[src/design/fsp_defines.svh]
// Offsets, field positions, reset values and timing counts for the flash
// self-program controller.
// Assumes a 32-bit APB slave at 250 MHz; included by its bare name.
`ifndef FSP_DEFINES_SVH
`define FSP_DEFINES_SVH

`define FSP_OFF_CONTROL 12'h000
`define FSP_OFF_KEY 12'h004
`define FSP_OFF_DEST_UPPER 12'h008
`define FSP_OFF_DEST_LOWER 12'h00c
`define FSP_OFF_PAGE 12'h010
`define FSP_OFF_TBL_ADDR 12'h014
`define FSP_OFF_TBL_DATA 12'h018
`define FSP_OFF_TBL_CMD 12'h01c

`define FSP_BIT_LAUNCH 15
`define FSP_BIT_PERMIT 14
`define FSP_BIT_FAULT 13
`define FSP_BIT_IDLE_OFF 12

`define FSP_KEY_FIRST 8'h55
`define FSP_KEY_SECOND 8'haa

`define FSP_OP_DWORD 4'h1
`define FSP_OP_ROW 4'h2
`define FSP_OP_BLOCK_ERASE 4'h3
`define FSP_OP_CHIP_ERASE 4'he

`define FSP_ROW_WORDS 128
`define FSP_BLOCK_WORDS 1024
`define FSP_ROW_BYTES 384
`define FSP_BLOCK_BYTES 3072

`define FSP_CONTROL_RESET 16'h0000
`define FSP_LATCH_WORD_NS 8

`endif

[src/design/fsp_pkg.sv]
// Types shared by the flash self-program controller files.
// Assumes the defines header is compiled alongside.
package fsp_pkg;

  typedef enum logic [1:0] {
    KEY_NONE,
    KEY_HALF,
    KEY_ARMED
  } fsp_key_type;

  typedef enum logic [1:0] {
    SEQ_IDLE,
    SEQ_LOAD,
    SEQ_RUN,
    SEQ_DONE
  } fsp_seq_type;

endpackage

[src/design/fsp_latch_bank.sv]
// Row-wide holding latches: 128 words of 24 bits with byte write enables.
// Assumes one write and one read per cycle; contents are unknown after reset.
`timescale 1ns/10ps
module fsp_latch_bank (
  input wire logic clk,
  input wire logic wr_en,
  input wire logic [6:0] wr_index,
  input wire logic [2:0] wr_bytes,
  input wire logic [23:0] wr_data,
  input wire logic [6:0] rd_index,
  output logic [23:0] rd_data
);

  logic [23:0] mem [0:127];
  logic [23:0] rd_q;

  // Last write to a slot wins; any order is legal.
  always_ff @(posedge clk) begin
    for (int b = 0; b < 3; b++) begin
      if (wr_en && wr_bytes[b]) begin
        mem[wr_index][b*8 +: 8] <= wr_data[b*8 +: 8]; // RQ10
      end
    end
    rd_q <= mem[rd_index];
  end

  assign rd_data = rd_q;

endmodule

[src/design/fsp_op_timer.sv]
// Self-timed operation counter: counts down a length and reports done.
// Assumes start is a one-cycle pulse while idle.
`timescale 1ns/10ps
module fsp_op_timer (
  input wire logic clk,
  input wire logic rst,
  input wire logic start,
  input wire logic [19:0] length,
  output logic busy,
  output logic done
);

  typedef struct packed {
    logic [19:0] count;
    logic busy;
    logic done;
  } fsp_timer_state_type;

  fsp_timer_state_type s_q;
  fsp_timer_state_type s_d;

  always_comb begin
    s_d = s_q;
    s_d.done = 1'b0;
    if (start && !s_q.busy) begin
      s_d.busy = 1'b1;
      s_d.count = length;
    end else if (s_q.busy) begin
      if (s_q.count <= 20'h00001) begin
        s_d.busy = 1'b0;
        s_d.done = 1'b1;
        s_d.count = 20'h00000;
      end else begin
        s_d.count = s_q.count - 20'h00001;
      end
    end
  end

  always_ff @(posedge clk) begin
    if (rst) begin
      s_q <= '0;
    end else begin
      s_q <= s_d;
    end
  end

  assign busy = s_q.busy;
  assign done = s_q.done;

endmodule

[src/design/fsp_ctrl.sv]
// Flash self-program controller: APB registers, table access, unlock key,
// holding latch load and the self-timed program/erase sequencer.
// Assumes a flash array port that takes one 24-bit word per cycle while
// ARR_WE is high and acknowledges erase via the sequencer's own timer.
//
// Function
// [RQ1] Target address is page select byte joined to the 16-bit offset.
// [RQ2] Low table accesses reach bits 15..0, word or byte wide.
// [RQ3] High table accesses reach bits 23..16, word or byte wide.
// [RQ4] A row holds 128 instruction words, 384 bytes.
// [RQ5] Erase works on 1024-word blocks; program on a row or two words.
// [RQ6] Erase and row blocks align on 3072- and 384-byte boundaries.
// [RQ7] Table writes go to holding latches, never straight to the array.
// [RQ8] Any number of loaded latch words programs; 128 fill a row.
// [RQ9] Software fills unused latches with all ones; latches reset unknown.
// [RQ10] Latches load in any order; the last write to a slot wins.
// [RQ11] Table write is one latch word in two cycles; each row commits alone.
// [RQ12] Key register is write-only; 55h then AAh arms a launch.
// [RQ13] Destination holds upper byte and lower word; chip erase ignores it.
// [RQ14] The core is stalled while an operation runs.
// [RQ15] Control bit 15 launches; hardware clears it at completion.
// [RQ16] Control bit 14 permits operations; when clear all are inhibited.
// [RQ17] Control bit 13 flags faulty sequences; clear after normal completion.
// [RQ18] Row program needs code 0010, permit, key, then launch.
// [RQ19] Block erase needs its code and permit before address and key.
// [RQ20] Launch only right after the full key; otherwise flag a fault.
`timescale 1ns/10ps
`include "fsp_defines.svh"
module fsp_ctrl #(
  parameter logic [19:0] ERASE_CYCLES = 20'd5000,
  parameter logic [19:0] CHIP_ERASE_CYCLES = 20'd20000
) (
  input wire logic SYS_CLK,
  input wire logic RST,
  input wire logic PSEL,
  input wire logic PENABLE,
  input wire logic PWRITE,
  input wire logic [11:0] PADDR,
  input wire logic [31:0] PWDATA,
  output logic [31:0] PRDATA,
  output logic PREADY,
  output logic PSLVERR,
  input wire logic CORE_IDLE,
  output logic CORE_STALL,
  output logic ARR_POWER_OFF,
  output logic ARR_WE,
  output logic ARR_ERASE,
  output logic [3:0] ARR_OP,
  output logic [23:0] ARR_ADDR,
  output logic [23:0] ARR_WDATA,
  input wire logic [23:0] ARR_RDATA
);

  // ****************************************************************
  // Register state
  // ****************************************************************
  typedef struct packed {
    logic launch;
    logic permit;
    logic fault;
    logic idle_off;
    logic [3:0] op_code;
    logic [7:0] dest_upper;
    logic [15:0] dest_lower;
    logic [7:0] page;
    logic [15:0] tbl_offset;
    logic [23:0] tbl_data;
    fsp_pkg::fsp_key_type key;
    fsp_pkg::fsp_seq_type seq;
    logic [6:0] load_idx;
    logic [6:0] load_last;
    logic [23:0] base;
    logic wait_rd;
    logic [31:0] prdata;
    logic we;
    logic erase;
    logic [23:0] addr;
    logic [23:0] wdata;
  } fsp_ctrl_state_type;

  fsp_ctrl_state_type s_q;
  fsp_ctrl_state_type s_d;

  logic [23:0] latch_rd;
  logic latch_we;
  logic [2:0] latch_bytes;
  logic [23:0] latch_wdata;
  logic timer_start;
  logic [19:0] timer_len;
  logic timer_busy;
  logic timer_done;
  logic access;
  logic wr_acc;
  logic rd_acc;
  logic [23:0] tgt;
  logic hit;
  logic [6:0] latch_rd_idx;

  // Full program-memory address from page byte and offset.
  function automatic logic [23:0] prog_addr(input logic [7:0] pg,
                                            input logic [15:0] off);
    prog_addr = {pg, off}; // RQ1
  endfunction

  // Align a destination down to the start of its row, word pair or erase block.
  function automatic logic [23:0] align_base(input logic [3:0] op,
                                             input logic [23:0] a);
    unique case (op)
      `FSP_OP_BLOCK_ERASE: align_base = {a[23:11], 11'h000}; // RQ6
      `FSP_OP_ROW: align_base = {a[23:8], 8'h00}; // RQ6
      `FSP_OP_DWORD: align_base = {a[23:2], 2'b00};
      default: align_base = 24'h000000; // RQ13
    endcase
  endfunction

  function automatic logic op_legal(input logic [3:0] op);
    op_legal = (op == `FSP_OP_DWORD) || (op == `FSP_OP_ROW) ||
               (op == `FSP_OP_BLOCK_ERASE) || (op == `FSP_OP_CHIP_ERASE);
  endfunction

  assign access = PSEL && PENABLE;
  assign wr_acc = access && PWRITE && PREADY;
  assign rd_acc = access && !PWRITE && PREADY;
  assign tgt = prog_addr(s_q.page, s_q.tbl_offset);
  assign hit = (PADDR[11:5] == 7'h00) && (PADDR[1:0] == 2'b00);

  // A table read takes one extra cycle for the latch or array answer.
  assign PREADY = !(access && !PWRITE && PADDR == `FSP_OFF_TBL_DATA &&
                    !s_q.wait_rd);
  assign PSLVERR = access && !hit;

  // ****************************************************************
  // Table command: bit 0 high selects high byte, bits 2..1 byte lanes
  // ****************************************************************
  always_comb begin
    latch_we = 1'b0;
    latch_bytes = 3'b000;
    latch_wdata = 24'h000000;
    if (wr_acc && PADDR == `FSP_OFF_TBL_CMD && s_q.seq == fsp_pkg::SEQ_IDLE)
    begin
      latch_we = 1'b1; // RQ7
      latch_wdata = {PWDATA[23:16], s_q.tbl_data[15:0]};
      if (PWDATA[0]) begin
        latch_bytes = 3'b100; // RQ3
        latch_wdata = {s_q.tbl_data[7:0], s_q.tbl_data[15:0]};
      end else begin
        latch_bytes = {1'b0, PWDATA[2:1]}; // RQ2
      end
    end
  end

  // ****************************************************************
  // Next state
  // ****************************************************************
  always_comb begin
    s_d = s_q;
    s_d.we = 1'b0;
    s_d.erase = 1'b0;
    timer_start = 1'b0;
    timer_len = ERASE_CYCLES;
    if (rd_acc) begin
      s_d.wait_rd = 1'b0;
    end else if (access && !PWRITE && PADDR == `FSP_OFF_TBL_DATA) begin
      s_d.wait_rd = 1'b1;
    end
    if (wr_acc) begin
      unique case (PADDR)
        `FSP_OFF_CONTROL: begin
          s_d.permit = PWDATA[`FSP_BIT_PERMIT];
          s_d.idle_off = PWDATA[`FSP_BIT_IDLE_OFF];
          s_d.op_code = PWDATA[3:0];
          s_d.key = fsp_pkg::KEY_NONE;
          if (PWDATA[`FSP_BIT_LAUNCH] && !s_q.launch) begin
            if (s_q.key == fsp_pkg::KEY_ARMED &&
                PWDATA[`FSP_BIT_PERMIT] && op_legal(PWDATA[3:0])) begin
              s_d.launch = 1'b1; // RQ20
              s_d.fault = 1'b0; // RQ17
              s_d.base = align_base(PWDATA[3:0],
                                    {s_q.dest_upper, s_q.dest_lower});
              s_d.load_idx = 7'h00;
              s_d.seq = fsp_pkg::SEQ_LOAD;
              if (PWDATA[3:0] == `FSP_OP_ROW) begin
                s_d.load_last = 7'h7f; // RQ4
              end else if (PWDATA[3:0] == `FSP_OP_DWORD) begin
                s_d.load_last = 7'h01; // RQ5
              end else begin
                s_d.seq = fsp_pkg::SEQ_RUN; // RQ5
                timer_start = 1'b1;
                s_d.erase = 1'b1;
                if (PWDATA[3:0] == `FSP_OP_CHIP_ERASE) begin
                  timer_len = CHIP_ERASE_CYCLES;
                end
              end
            end else begin
              s_d.fault = 1'b1; // RQ16
            end
          end
        end
        `FSP_OFF_KEY: begin
          if (PWDATA[7:0] == `FSP_KEY_FIRST) begin
            s_d.key = fsp_pkg::KEY_HALF; // RQ12
          end else if (PWDATA[7:0] == `FSP_KEY_SECOND &&
                       s_q.key == fsp_pkg::KEY_HALF) begin
            s_d.key = fsp_pkg::KEY_ARMED;
          end else begin
            s_d.key = fsp_pkg::KEY_NONE;
          end
        end
        `FSP_OFF_DEST_UPPER: s_d.dest_upper = PWDATA[7:0];
        `FSP_OFF_DEST_LOWER: s_d.dest_lower = PWDATA[15:0];
        `FSP_OFF_PAGE: s_d.page = PWDATA[7:0];
        `FSP_OFF_TBL_ADDR: s_d.tbl_offset = PWDATA[15:0];
        `FSP_OFF_TBL_DATA: s_d.tbl_data = PWDATA[23:0];
        default: ;
      endcase
      if (PADDR != `FSP_OFF_KEY && PADDR != `FSP_OFF_CONTROL) begin
        s_d.key = fsp_pkg::KEY_NONE;
      end
    end
    if (s_q.seq == fsp_pkg::SEQ_LOAD) begin
      // Each latch word goes to the array in its own cycle.
      s_d.we = 1'b1; // RQ8
      s_d.addr = s_q.base + {16'h0000, s_q.load_idx, 1'b0}; // RQ4
      s_d.wdata = latch_rd;
      if (s_q.load_idx == s_q.load_last) begin
        s_d.seq = fsp_pkg::SEQ_RUN; // RQ11
        timer_start = 1'b1;
      end else begin
        s_d.load_idx = s_q.load_idx + 7'h01;
      end
    end
    if (s_q.seq == fsp_pkg::SEQ_RUN && timer_done) begin
      s_d.seq = fsp_pkg::SEQ_IDLE;
      s_d.launch = 1'b0; // RQ15
    end
    // Read data is registered in the setup cycle and in any wait state, so
    // it already stands on PRDATA at the edge that completes the transfer.
    if (PSEL && !PWRITE && !rd_acc) begin
      unique case (PADDR)
        `FSP_OFF_CONTROL: s_d.prdata = {16'h0000, s_q.launch, s_q.permit,
                                        s_q.fault, s_q.idle_off, 8'h00,
                                        s_q.op_code};
        `FSP_OFF_DEST_UPPER: s_d.prdata = {24'h000000, s_q.dest_upper};
        `FSP_OFF_DEST_LOWER: s_d.prdata = {16'h0000, s_q.dest_lower};
        `FSP_OFF_PAGE: s_d.prdata = {24'h000000, s_q.page};
        `FSP_OFF_TBL_ADDR: s_d.prdata = {16'h0000, s_q.tbl_offset};
        `FSP_OFF_TBL_DATA: begin
          if (s_q.page[7]) begin
            s_d.prdata = {8'h00, latch_rd};
          end else begin
            s_d.prdata = {8'h00, ARR_RDATA};
          end
        end
        default: s_d.prdata = 32'h00000000;
      endcase
    end
  end

  always_ff @(posedge SYS_CLK) begin
    if (RST) begin
      s_q <= '0;
    end else begin
      s_q <= s_d;
    end
  end

  // ****************************************************************
  // Sub-blocks and outputs
  // ****************************************************************
  // The latch read is registered, so the sequencer asks one word ahead and
  // fetches word 0 in the launch cycle itself.
  assign latch_rd_idx = (s_q.seq == fsp_pkg::SEQ_LOAD) ?
                        (s_q.load_idx + 7'h01) :
                        ((s_d.seq == fsp_pkg::SEQ_LOAD) ? 7'h00 : tgt[7:1]);

  fsp_latch_bank u_latch (
    .clk(SYS_CLK),
    .wr_en(latch_we),
    .wr_index(tgt[7:1]),
    .wr_bytes(latch_bytes),
    .wr_data(latch_wdata),
    .rd_index(latch_rd_idx),
    .rd_data(latch_rd)
  );

  fsp_op_timer u_timer (
    .clk(SYS_CLK),
    .rst(RST),
    .start(timer_start),
    .length(timer_len),
    .busy(timer_busy),
    .done(timer_done)
  );

  assign PRDATA = s_q.prdata;
  assign CORE_STALL = s_q.launch; // RQ14
  assign ARR_POWER_OFF = s_q.idle_off && CORE_IDLE && !timer_busy;
  assign ARR_WE = s_q.we;
  assign ARR_ERASE = s_q.erase;
  assign ARR_OP = s_q.op_code;
  assign ARR_ADDR = s_q.we ? s_q.addr : (s_q.erase ? s_q.base : tgt);
  assign ARR_WDATA = s_q.wdata;

endmodule

[config.mk]
export PLATFORM = sky130hd
export DESIGN_NAME = fsp_ctrl
export DESIGN_NICKNAME = d
export VERILOG_FILES = /design/src/design/fsp_pkg.sv /design/src/design/fsp_latch_bank.sv /design/src/design/fsp_op_timer.sv /design/src/design/fsp_ctrl.sv
export VERILOG_INCLUDE_DIRS = /design/src /design/src/design
export SDC_FILE = /design/constraint.sdc
export NUM_CORES = 2
export LEC_CHECK = 0
export ABC_AREA = 1
export BUFFER_PORTS_ARGS = -buffer_cell sky130_fd_sc_hd__buf_2
export CAP_MARGIN = 20
export CORE_ASPECT_RATIO = 2
export CORE_UTILIZATION = 57
export DETAILED_ROUTE_END_ITERATION = 8
export PLACE_DENSITY = 0.71
export SETUP_SLACK_MARGIN = 0.3
export SYNTH_ARGS = -nofsm -noshare
export SYNTH_HDL_FRONTEND = slang
export SYNTH_HIERARCHICAL = 1
export SYNTH_SLANG_ARGS = --single-unit
[constraint.sdc]
create_clock -name SYS_CLK -period 8 [get_ports SYS_CLK]
set_clock_uncertainty 0.1 [all_clocks]
set_input_delay 0.8 -clock SYS_CLK [delete_from_list [all_inputs] [get_ports SYS_CLK]]
set_output_delay 0.8 -clock SYS_CLK [all_outputs]
set_load 0.02 [all_outputs]
# Yosys cells after proc, flatten, opt, wreduce, memory -nomap -nowiden
# Memories as Yosys holds them, arrays and structs flattened. A register that Yosys moved wholly into a read port is not among the register bits.
# Index checks and enable logic that the tools add are counted.
# Widths: inputs -> output; s select.
[word_totals] mem_count=1 in_bits=74 out_inout_bits=90 regBits=227 elab_cells=161 ramBits=3072
[op_classes] n_bitwise=1 n_reduce_logical=56 addsub=3 muxes=55 order_cmp=1 eq_ne=20
[memory_table] memory="u_latch.mem" words=128 width=24 rd=1 rd_ports_with_merged_regs=1 write_ports=1 line="fsp_latch_bank.sv:14" rtl="logic [23:0] mem [0:127];"
[ops] op="$mux 40" count=4
[ops] op="$pmux 24 s6" count=1
[ops] op="$mux 24" count=5
[ops] op="$mux 15" count=7
[ops] op="$pmux 24 s3" count=1
[ops] op="$eq 12x5->1 const B" count=4
[ops] op="$mux 7" count=5
[ops] op="$logic_and 1x1->1" count=25
[ops] op="$add 24x8->24" count=1
[ops] op="$eq 12x4->1 const B" count=2
[ops] op="$mux 22" count=1
[ops] op="$mux 21" count=1
[ops] op="$le 20x1->1 const B" count=1
[ops] op="$mux 20" count=1
[ops] op="$sub 20x1->20 const B" count=1
[ops] op="$mux 1" count=17
[ops] op="$mux 2" count=8
[ops] op="$reduce_and 2->1" count=7
[ops] op="$eq 12x3->1 const B" count=1
[ops] op="$logic_not 12->1" count=1
[ops] op="$ne 12x3->1 const B" count=1
[ops] op="$reduce_bool 12->1" count=1
[ops] op="$mux 9" count=1
[ops] op="$eq 4x2->1 const B" count=2
[ops] op="other kinds (22)" count=37

# Depth between registers and ports, before layout
[depth] ltp_word=15 depth_mapped=26 depth_no_buf=21

# Cells and area by module
# Netlist, hierarchy kept.
[by_module_without_submodules] mod="fsp_latch_bank" cells_per_inst=10504 area_each_um2=125470.3 seq_area_each_um2=92728.9 instances=1
[by_module_without_submodules] mod="fsp_ctrl" cells_per_inst=1464 area_each_um2=9912.0 seq_area_each_um2=3623.5 instances=1
[by_module_without_submodules] mod="fsp_op_timer" cells_per_inst=221 area_each_um2=1432.6 seq_area_each_um2=440.4 instances=1

# Worst setup path after synthesis
# No wires, ideal clock.
[synth_path] path_type="input to register" from="in PWRITE" to="mem u_latch.mem[0][22] (data pin)" path_slack_ps=1941 cell_stages=7 t_arrival_ps=5067 path_buffers=1 t_required_ps=7008 path_cell_list="inv_1 > nor2_4 > inv_2 > nor3_2 > nand3_2 > buf_2 > a21oi_1"
[synth_via] elab_chain_len=9 word_cells_on_any_way=10 classes_between="mux (1); reduce/logical (9)"
[synth_rtl] item="from (decl)" line="fsp_ctrl.sv:37" rtl="input wire logic PWRITE,"
[synth_rtl] item="$logic_not 1->1" line="fsp_ctrl.sv:128" rtl="assign PREADY = !(access && !PWRITE && PADDR == `FSP_OFF_TBL_DATA &&"
[synth_rtl] item="$logic_and 1x1->1" line="fsp_ctrl.sv:128"
[synth_rtl] item="$logic_and 1x1->1 (no source line)"
[synth_rtl] item="$logic_and 1x1->1" line="fsp_ctrl.sv:128"
[synth_rtl] item="$logic_not 1->1" line="fsp_ctrl.sv:128"
[synth_rtl] item="$logic_and 1x1->1 (*)" line="fsp_ctrl.sv:122" rtl="assign wr_acc = access && PWRITE && PREADY;"
[synth_rtl] item="$logic_and 1x1->1 (no source line) (*)"
[synth_rtl] item="$logic_and 1x1->1 (*)" line="fsp_ctrl.sv:139" rtl="if (wr_acc && PADDR == `FSP_OFF_TBL_CMD && s_q.seq == fsp_pkg::SEQ_IDLE)"
[synth_rtl] item="$mux 24 (*)" line="fsp_ctrl.sv:139"
[synth_rtl] item="named net latch_wdata[22]" line="fsp_ctrl.sv:87" rtl="logic [23:0] latch_wdata;"
[synth_rtl] item="to (decl)" line="fsp_latch_bank.sv:14"
# The timed path passes the listed nets; every way through them passes the cells marked *.

# Worst setup path after layout
[layout_path] from="reg s_q[117] (netlist bit)" to="reg u_latch.rd_q[22], in the netlist u_latch/rd_data[22], read port of u_latch.mem"
[layout_via] elab_chain_len=7 word_cells_on_any_way=8 classes_between="add/sub (1); eq/ne (2); mux (5)"
[layout_rtl] item="from (decl)" line="fsp_ctrl.sv:81" rtl="fsp_ctrl_state_type s_q;"
[layout_rtl] item="from (signal assigned)" line="fsp_ctrl.sv:261" rtl="s_q <= '0;"
[layout_rtl] item="from (signal assigned)" line="fsp_ctrl.sv:263" rtl="s_q <= s_d;"
[layout_rtl] item="$eq 7x7->1" line="fsp_ctrl.sv:225" rtl="if (s_q.load_idx == s_q.load_last) begin"
[layout_rtl] item="$mux 2" line="fsp_ctrl.sv:225"
[layout_rtl] item="$mux 9" line="fsp_ctrl.sv:220" rtl="if (s_q.seq == fsp_pkg::SEQ_LOAD) begin"
[layout_rtl] item="$mux 2" line="fsp_ctrl.sv:232" rtl="if (s_q.seq == fsp_pkg::SEQ_RUN && timer_done) begin"
[layout_rtl] item="$eq 2x1->1" line="fsp_ctrl.sv:274" rtl="((s_d.seq == fsp_pkg::SEQ_LOAD) ? 7'h00 : tgt[7:1]);"
[layout_rtl] item="$mux 7" line="fsp_ctrl.sv:274"
[layout_rtl] item="$mux 7" line="fsp_ctrl.sv:272" rtl="assign latch_rd_idx = (s_q.seq == fsp_pkg::SEQ_LOAD) ?"
[layout_rtl] item="named net latch_rd_idx[0]" line="fsp_ctrl.sv:97" rtl="logic [6:0] latch_rd_idx;"
[layout_rtl] item="to (decl)" line="fsp_latch_bank.sv:15" rtl="logic [23:0] rd_q;"
# The timed path passes the listed nets, and every way through them passes these cells.
# A chain may end at the register's enable or synchronous reset.

==> impl_summary.log <==
INFO  metric run_status = complete, no violations
INFO  metric worstRegToRegCells = 21
INFO  metric worst-setup-path-type = register to register
INFO  metric biggest_cell_delay_along_the_critical_path = 0.64 ns
INFO  metric worst_setup_hold_path_clk_slew = 0.07 ns
INFO  metric dieArea = 242100 µm²
INFO  metric port-buffer-count = 147
INFO  metric worstSetupPathDepth = 21
INFO  metric timing.rr.start = s_q[117]$_SDFF_PP0_
INFO  metric die_x = 348.4 µm
INFO  metric drv_cap = 0
INFO  metric num_io_pins = 164
INFO  metric async_set_or_reset_flop_fraction_in_the_synthesized_netlist = 0%
INFO  metric post_layout_min_period = 6.141 ns
INFO  metric synthesis.area_per_instance = 11.22 µm²
INFO  metric max-vdd-ir-drop = 0.0001836 V
INFO  metric final_core_util = 61.90%
INFO  metric tightest_slew = 1.194 ns
INFO  metric final-hold-violation-count = 0
INFO  metric timing.final.max_slew_violations = 0
INFO  metric area_growth = 8.126%
INFO  metric maxSlewHeadroom = 20.39%
INFO  metric mappedNetlistArea = 136800 µm²
INFO  metric grt_start_max_net_pins = 188
INFO  metric grt_setup_unrepaired = false
INFO  metric final_antenna_net_count = 0
INFO  metric synth.area.top_cells = sky130_fd_sc_hd__edfxtp_1, sky130_fd_sc_hd__nand3_1, sky130_fd_sc_hd__nand2_1, sky130_fd_sc_hd__dfxtp_1, sky130_fd_sc_hd__nor2_1
INFO  metric cts.hold.buffers_added = 0
INFO  metric netlist_instances = 12190
INFO  metric hold_path_class = primary input to register
INFO  metric layout-drive-gt1-share = 6.909%
INFO  metric filler_cell_count = 18310
INFO  metric worstPathRequired = 8.69 ns
INFO  metric global_route.overflow_total = 0
INFO  metric path_cells = nand2_1 -> nor2_1 -> nand2_1 -> o21ai_0 -> nand3_1 -> nand2_2 -> nor2_2 -> nand2_2 -> nand3_1 -> nand2_4 -> buf_4 -> buf_12 -> buf_4 -> nand2_1 -> nand3_1 -> nand3_1 -> nand3_1 -> nand3_1 -> nand3_1 -> nand3_1 -> nand2_1
INFO  metric cts_setup_buffers = 0
INFO  metric worst_setup_slack_for_register_to_register_paths = 1.86 ns
INFO  metric timing.rr.end = u_latch/rd_data[22]$_DFF_P_
INFO  metric chipHeight = 694.9 µm
INFO  metric number_of_enable_flip_flop_cells_after_synthesis = 3072
INFO  metric cts_num_sinks = 3299
INFO  metric final_cells = 15370
INFO  metric seq_area = 96790 µm²
INFO  metric bufs_and_invs_on_worst_path = 3
INFO  metric dr_total_vias = 95170
INFO  metric multiInputGateArea = 34860 µm²
INFO  metric ys.warnings.count = 6
INFO  metric worst-path-max-fanout = 137
INFO  metric leakage = 0.05496 µW
INFO  metric achievable-frequency = 162.8 MHz
INFO  metric first_iter_violations = 12220
INFO  metric remaining_drc_errors = 0
INFO  metric netlist-cell-type-count = 54
INFO  metric final_nets = 12050
INFO  metric htree_levels = 5
INFO  metric worst_setup_path_end_kind = register
INFO  metric first_global_vias = 92110
INFO  metric setup_ws = 1.859 ns
INFO  metric synthDominantCellAreaShare = 67.43%
INFO  metric timing.setup.tns = 0 ns
INFO  metric cts_made_buffers = 281
INFO  metric grt_use_total = 34.92%
INFO  metric placement_rows = 254
INFO  metric timing.critical_path.slowest_stage_cell = sky130_fd_sc_hd__buf_4
INFO  metric ratio_of_total_power_to_cell_area = 216.6 nW/µm²
INFO  metric cts_root_buffer = sky130_fd_sc_hd__clkbuf_16
INFO  metric dominantRegCellSynth = sky130_fd_sc_hd__edfxtp_1
INFO  metric crit_end = u_latch/rd_data[22]$_DFF_P_
INFO  metric setup_viol = 0
INFO  metric via_per_inst = 6.193
INFO  metric grt_antenna_before_repair = 16
INFO  metric final.period_utilization = 76.77%
INFO  metric grt_first_pass_wirelength = 612.0 mm
INFO  metric worstSetupStartpoint = s_q[117]$_SDFF_PP0_
INFO  metric effective_utilization_at_floorplan = 57.25%
INFO  metric start_kind = register
INFO  metric most_frequently_used_cell_type_in_the_post_synthesis_netlist = sky130_fd_sc_hd__nand2_1
INFO  metric dp_worst_setup_slack = 1.801 ns
INFO  metric post_drt_wl_per_cell = 27.70 µm
INFO  metric clk-insertion-delay-late = 0.90 ns
INFO  metric detailed_placement_wirelength_estimate = 270.7 mm
INFO  metric finalWeightedCongestion = 1.030
INFO  metric clock_tree.buffer_depth = 4
INFO  metric hold_slack = 0.1477 ns
INFO  metric detailedRoute.firstPassIterationCount = 9
INFO  metric post-place-cells = 14870
INFO  metric cp_common_cell = sky130_fd_sc_hd__nand3_1
INFO  metric cts_resized = 0
INFO  metric ys_seq_area_share = 70.75%
INFO  metric crit_arrival = 6.83 ns
INFO  metric coreArea = 239000 µm²
INFO  metric netlist_top_cells_count = sky130_fd_sc_hd__nand2_1, sky130_fd_sc_hd__nand3_1, sky130_fd_sc_hd__edfxtp_1
INFO  metric tritoncts = done
INFO  metric synth.ff_latch_count = 3299
INFO  metric critical_path_s_top_delay_family = simple AND/OR/NAND/NOR gates
INFO  metric synth_top_area_cell = sky130_fd_sc_hd__edfxtp_1
INFO  metric routed_wl = 425.7 mm
## area by class of cell
class	count	area share (%)
Antenna cell	11	0.01861
Clock buffer	356	5.101
Clock inverter	124	0.7544
Inverter	223	0.5937
Multi-Input combinational cell	7815	23.57
Sequential cell	3299	65.43
Tap cell	3200	2.707
Timing Repair Buffer	341	1.827
## power by group
part           total, µW  switching (µW)  internal (µW)  leakage (µW)
clock network      13400            6040           7330       0.00421
registers          18600            1.72          18600        0.0376
logic                112            84.3           28.0        0.0132
total              32000            6130          25900        0.0550
## flip-flops by register name, indices dropped and copies added (netlist names), 4 cells and up
register         flops
ARR_OP               4
ARR_WDATA           24
PRDATA              24
s_q                126
u_latch/mem       3072
u_latch/rd_data     24
u_timer/s_q         20
## per-layer routing
layer	vias to the layer above	share of wire [%]	GRT usage, %
met1	45920	30	35.57
met4	6	12	34.95
met2	5374	49	59.23
met5	-	0.010	0
met3	1667	8.5	6.283
li1	42210	-	-
## per-stage QoR
| step | power, µW | area [µm²] |
|---|---|---|
| global route | 32680 | 147900 |
| CTS | 32090 | 147800 |
| finish | 32040 | 147900 |
| floorplan | 19000 | 136900 |
| global placement | 19040 | 139100 |
| detailed placement | 19040 | 139100 |
## kinds of logic (layout without fill, tap and decap cells)
kind of cell	Yosys count	after routing	share of synthesized area, %
DFF	3299	3299	70.75
muxes	3	3	0.02195
and+or+nand+nor	7337	7337	23.30
AOI/OAI and AO/OA	430	430	1.666
other	2	31	0.005489
adders and majority gates	10	10	0.09694
buffers and inverters	1093	1044	4.063
xor gates and xnor gates	15	15	0.09602
## tightest hold or removal path, cell delays in order
cell and delay (ns):
sky130_fd_sc_hd__buf_2 0.16, sky130_fd_sc_hd__nand2_1 0.08, sky130_fd_sc_hd__a21oi_1 0.06
## worst min-delay path by stage
stage / startpoint / depth (start not counted) / end / slack (ns)
after floorplan: s_q[174]$_SDFFE_PP0P_ / 2 / s_q[174]$_SDFFE_PP0P_ / 0.32
after global placement: s_q[174]$_SDFFE_PP0P_ / 2 / s_q[174]$_SDFFE_PP0P_ / 0.34
after detailed placement: s_q[174]$_SDFFE_PP0P_ / 2 / s_q[174]$_SDFFE_PP0P_ / 0.34
after CTS: PWDATA[12] / 3 / s_q[201]$_SDFFE_PP0P_ / 0.12
after global routing: PWDATA[12] / 3 / s_q[201]$_SDFFE_PP0P_ / 0.16
final: PWDATA[12] / 3 / s_q[201]$_SDFFE_PP0P_ / 0.15
## layout by cell type, fill, tap and decap left out, types with 10 or more instances in the layout
cell type	Yosys	layout
sky130_fd_sc_hd__nand3_1	3128	3128
sky130_fd_sc_hd__inv_1	205	203
sky130_fd_sc_hd__buf_4	163	147
sky130_fd_sc_hd__clkinv_1	4	49
sky130_fd_sc_hd__nor2_4	9	26
sky130_fd_sc_hd__nor3_2	6	10
sky130_fd_sc_hd__edfxtp_1	3072	3072
sky130_fd_sc_hd__dfxtp_1	227	227
sky130_fd_sc_hd__nand2_4	3	11
sky130_fd_sc_hd__o21ai_1	13	13
sky130_fd_sc_hd__a21oi_1	186	178
sky130_fd_sc_hd__nor2_2	11	11
sky130_fd_sc_hd__nand2_1	3518	3509
sky130_fd_sc_hd__conb_1	2	20
sky130_fd_sc_hd__bufinv_16	0	20
sky130_fd_sc_hd__nand4_1	34	34
sky130_fd_sc_hd__inv_2	11	11
sky130_fd_sc_hd__clkbuf_1	185	63
sky130_fd_sc_hd__o21ai_0	187	187
sky130_fd_sc_hd__clkinv_2	2	39
sky130_fd_sc_hd__nor3_1	33	26
sky130_fd_sc_hd__clkbuf_16	0	291
sky130_fd_sc_hd__buf_2	416	149
sky130_fd_sc_hd__xor2_1	11	11
sky130_fd_sc_hd__nor2_1	562	545
sky130_fd_sc_hd__buf_12	3	39
sky130_fd_sc_hd__diode_2	0	11
Power figures use the tool's default switching activity.
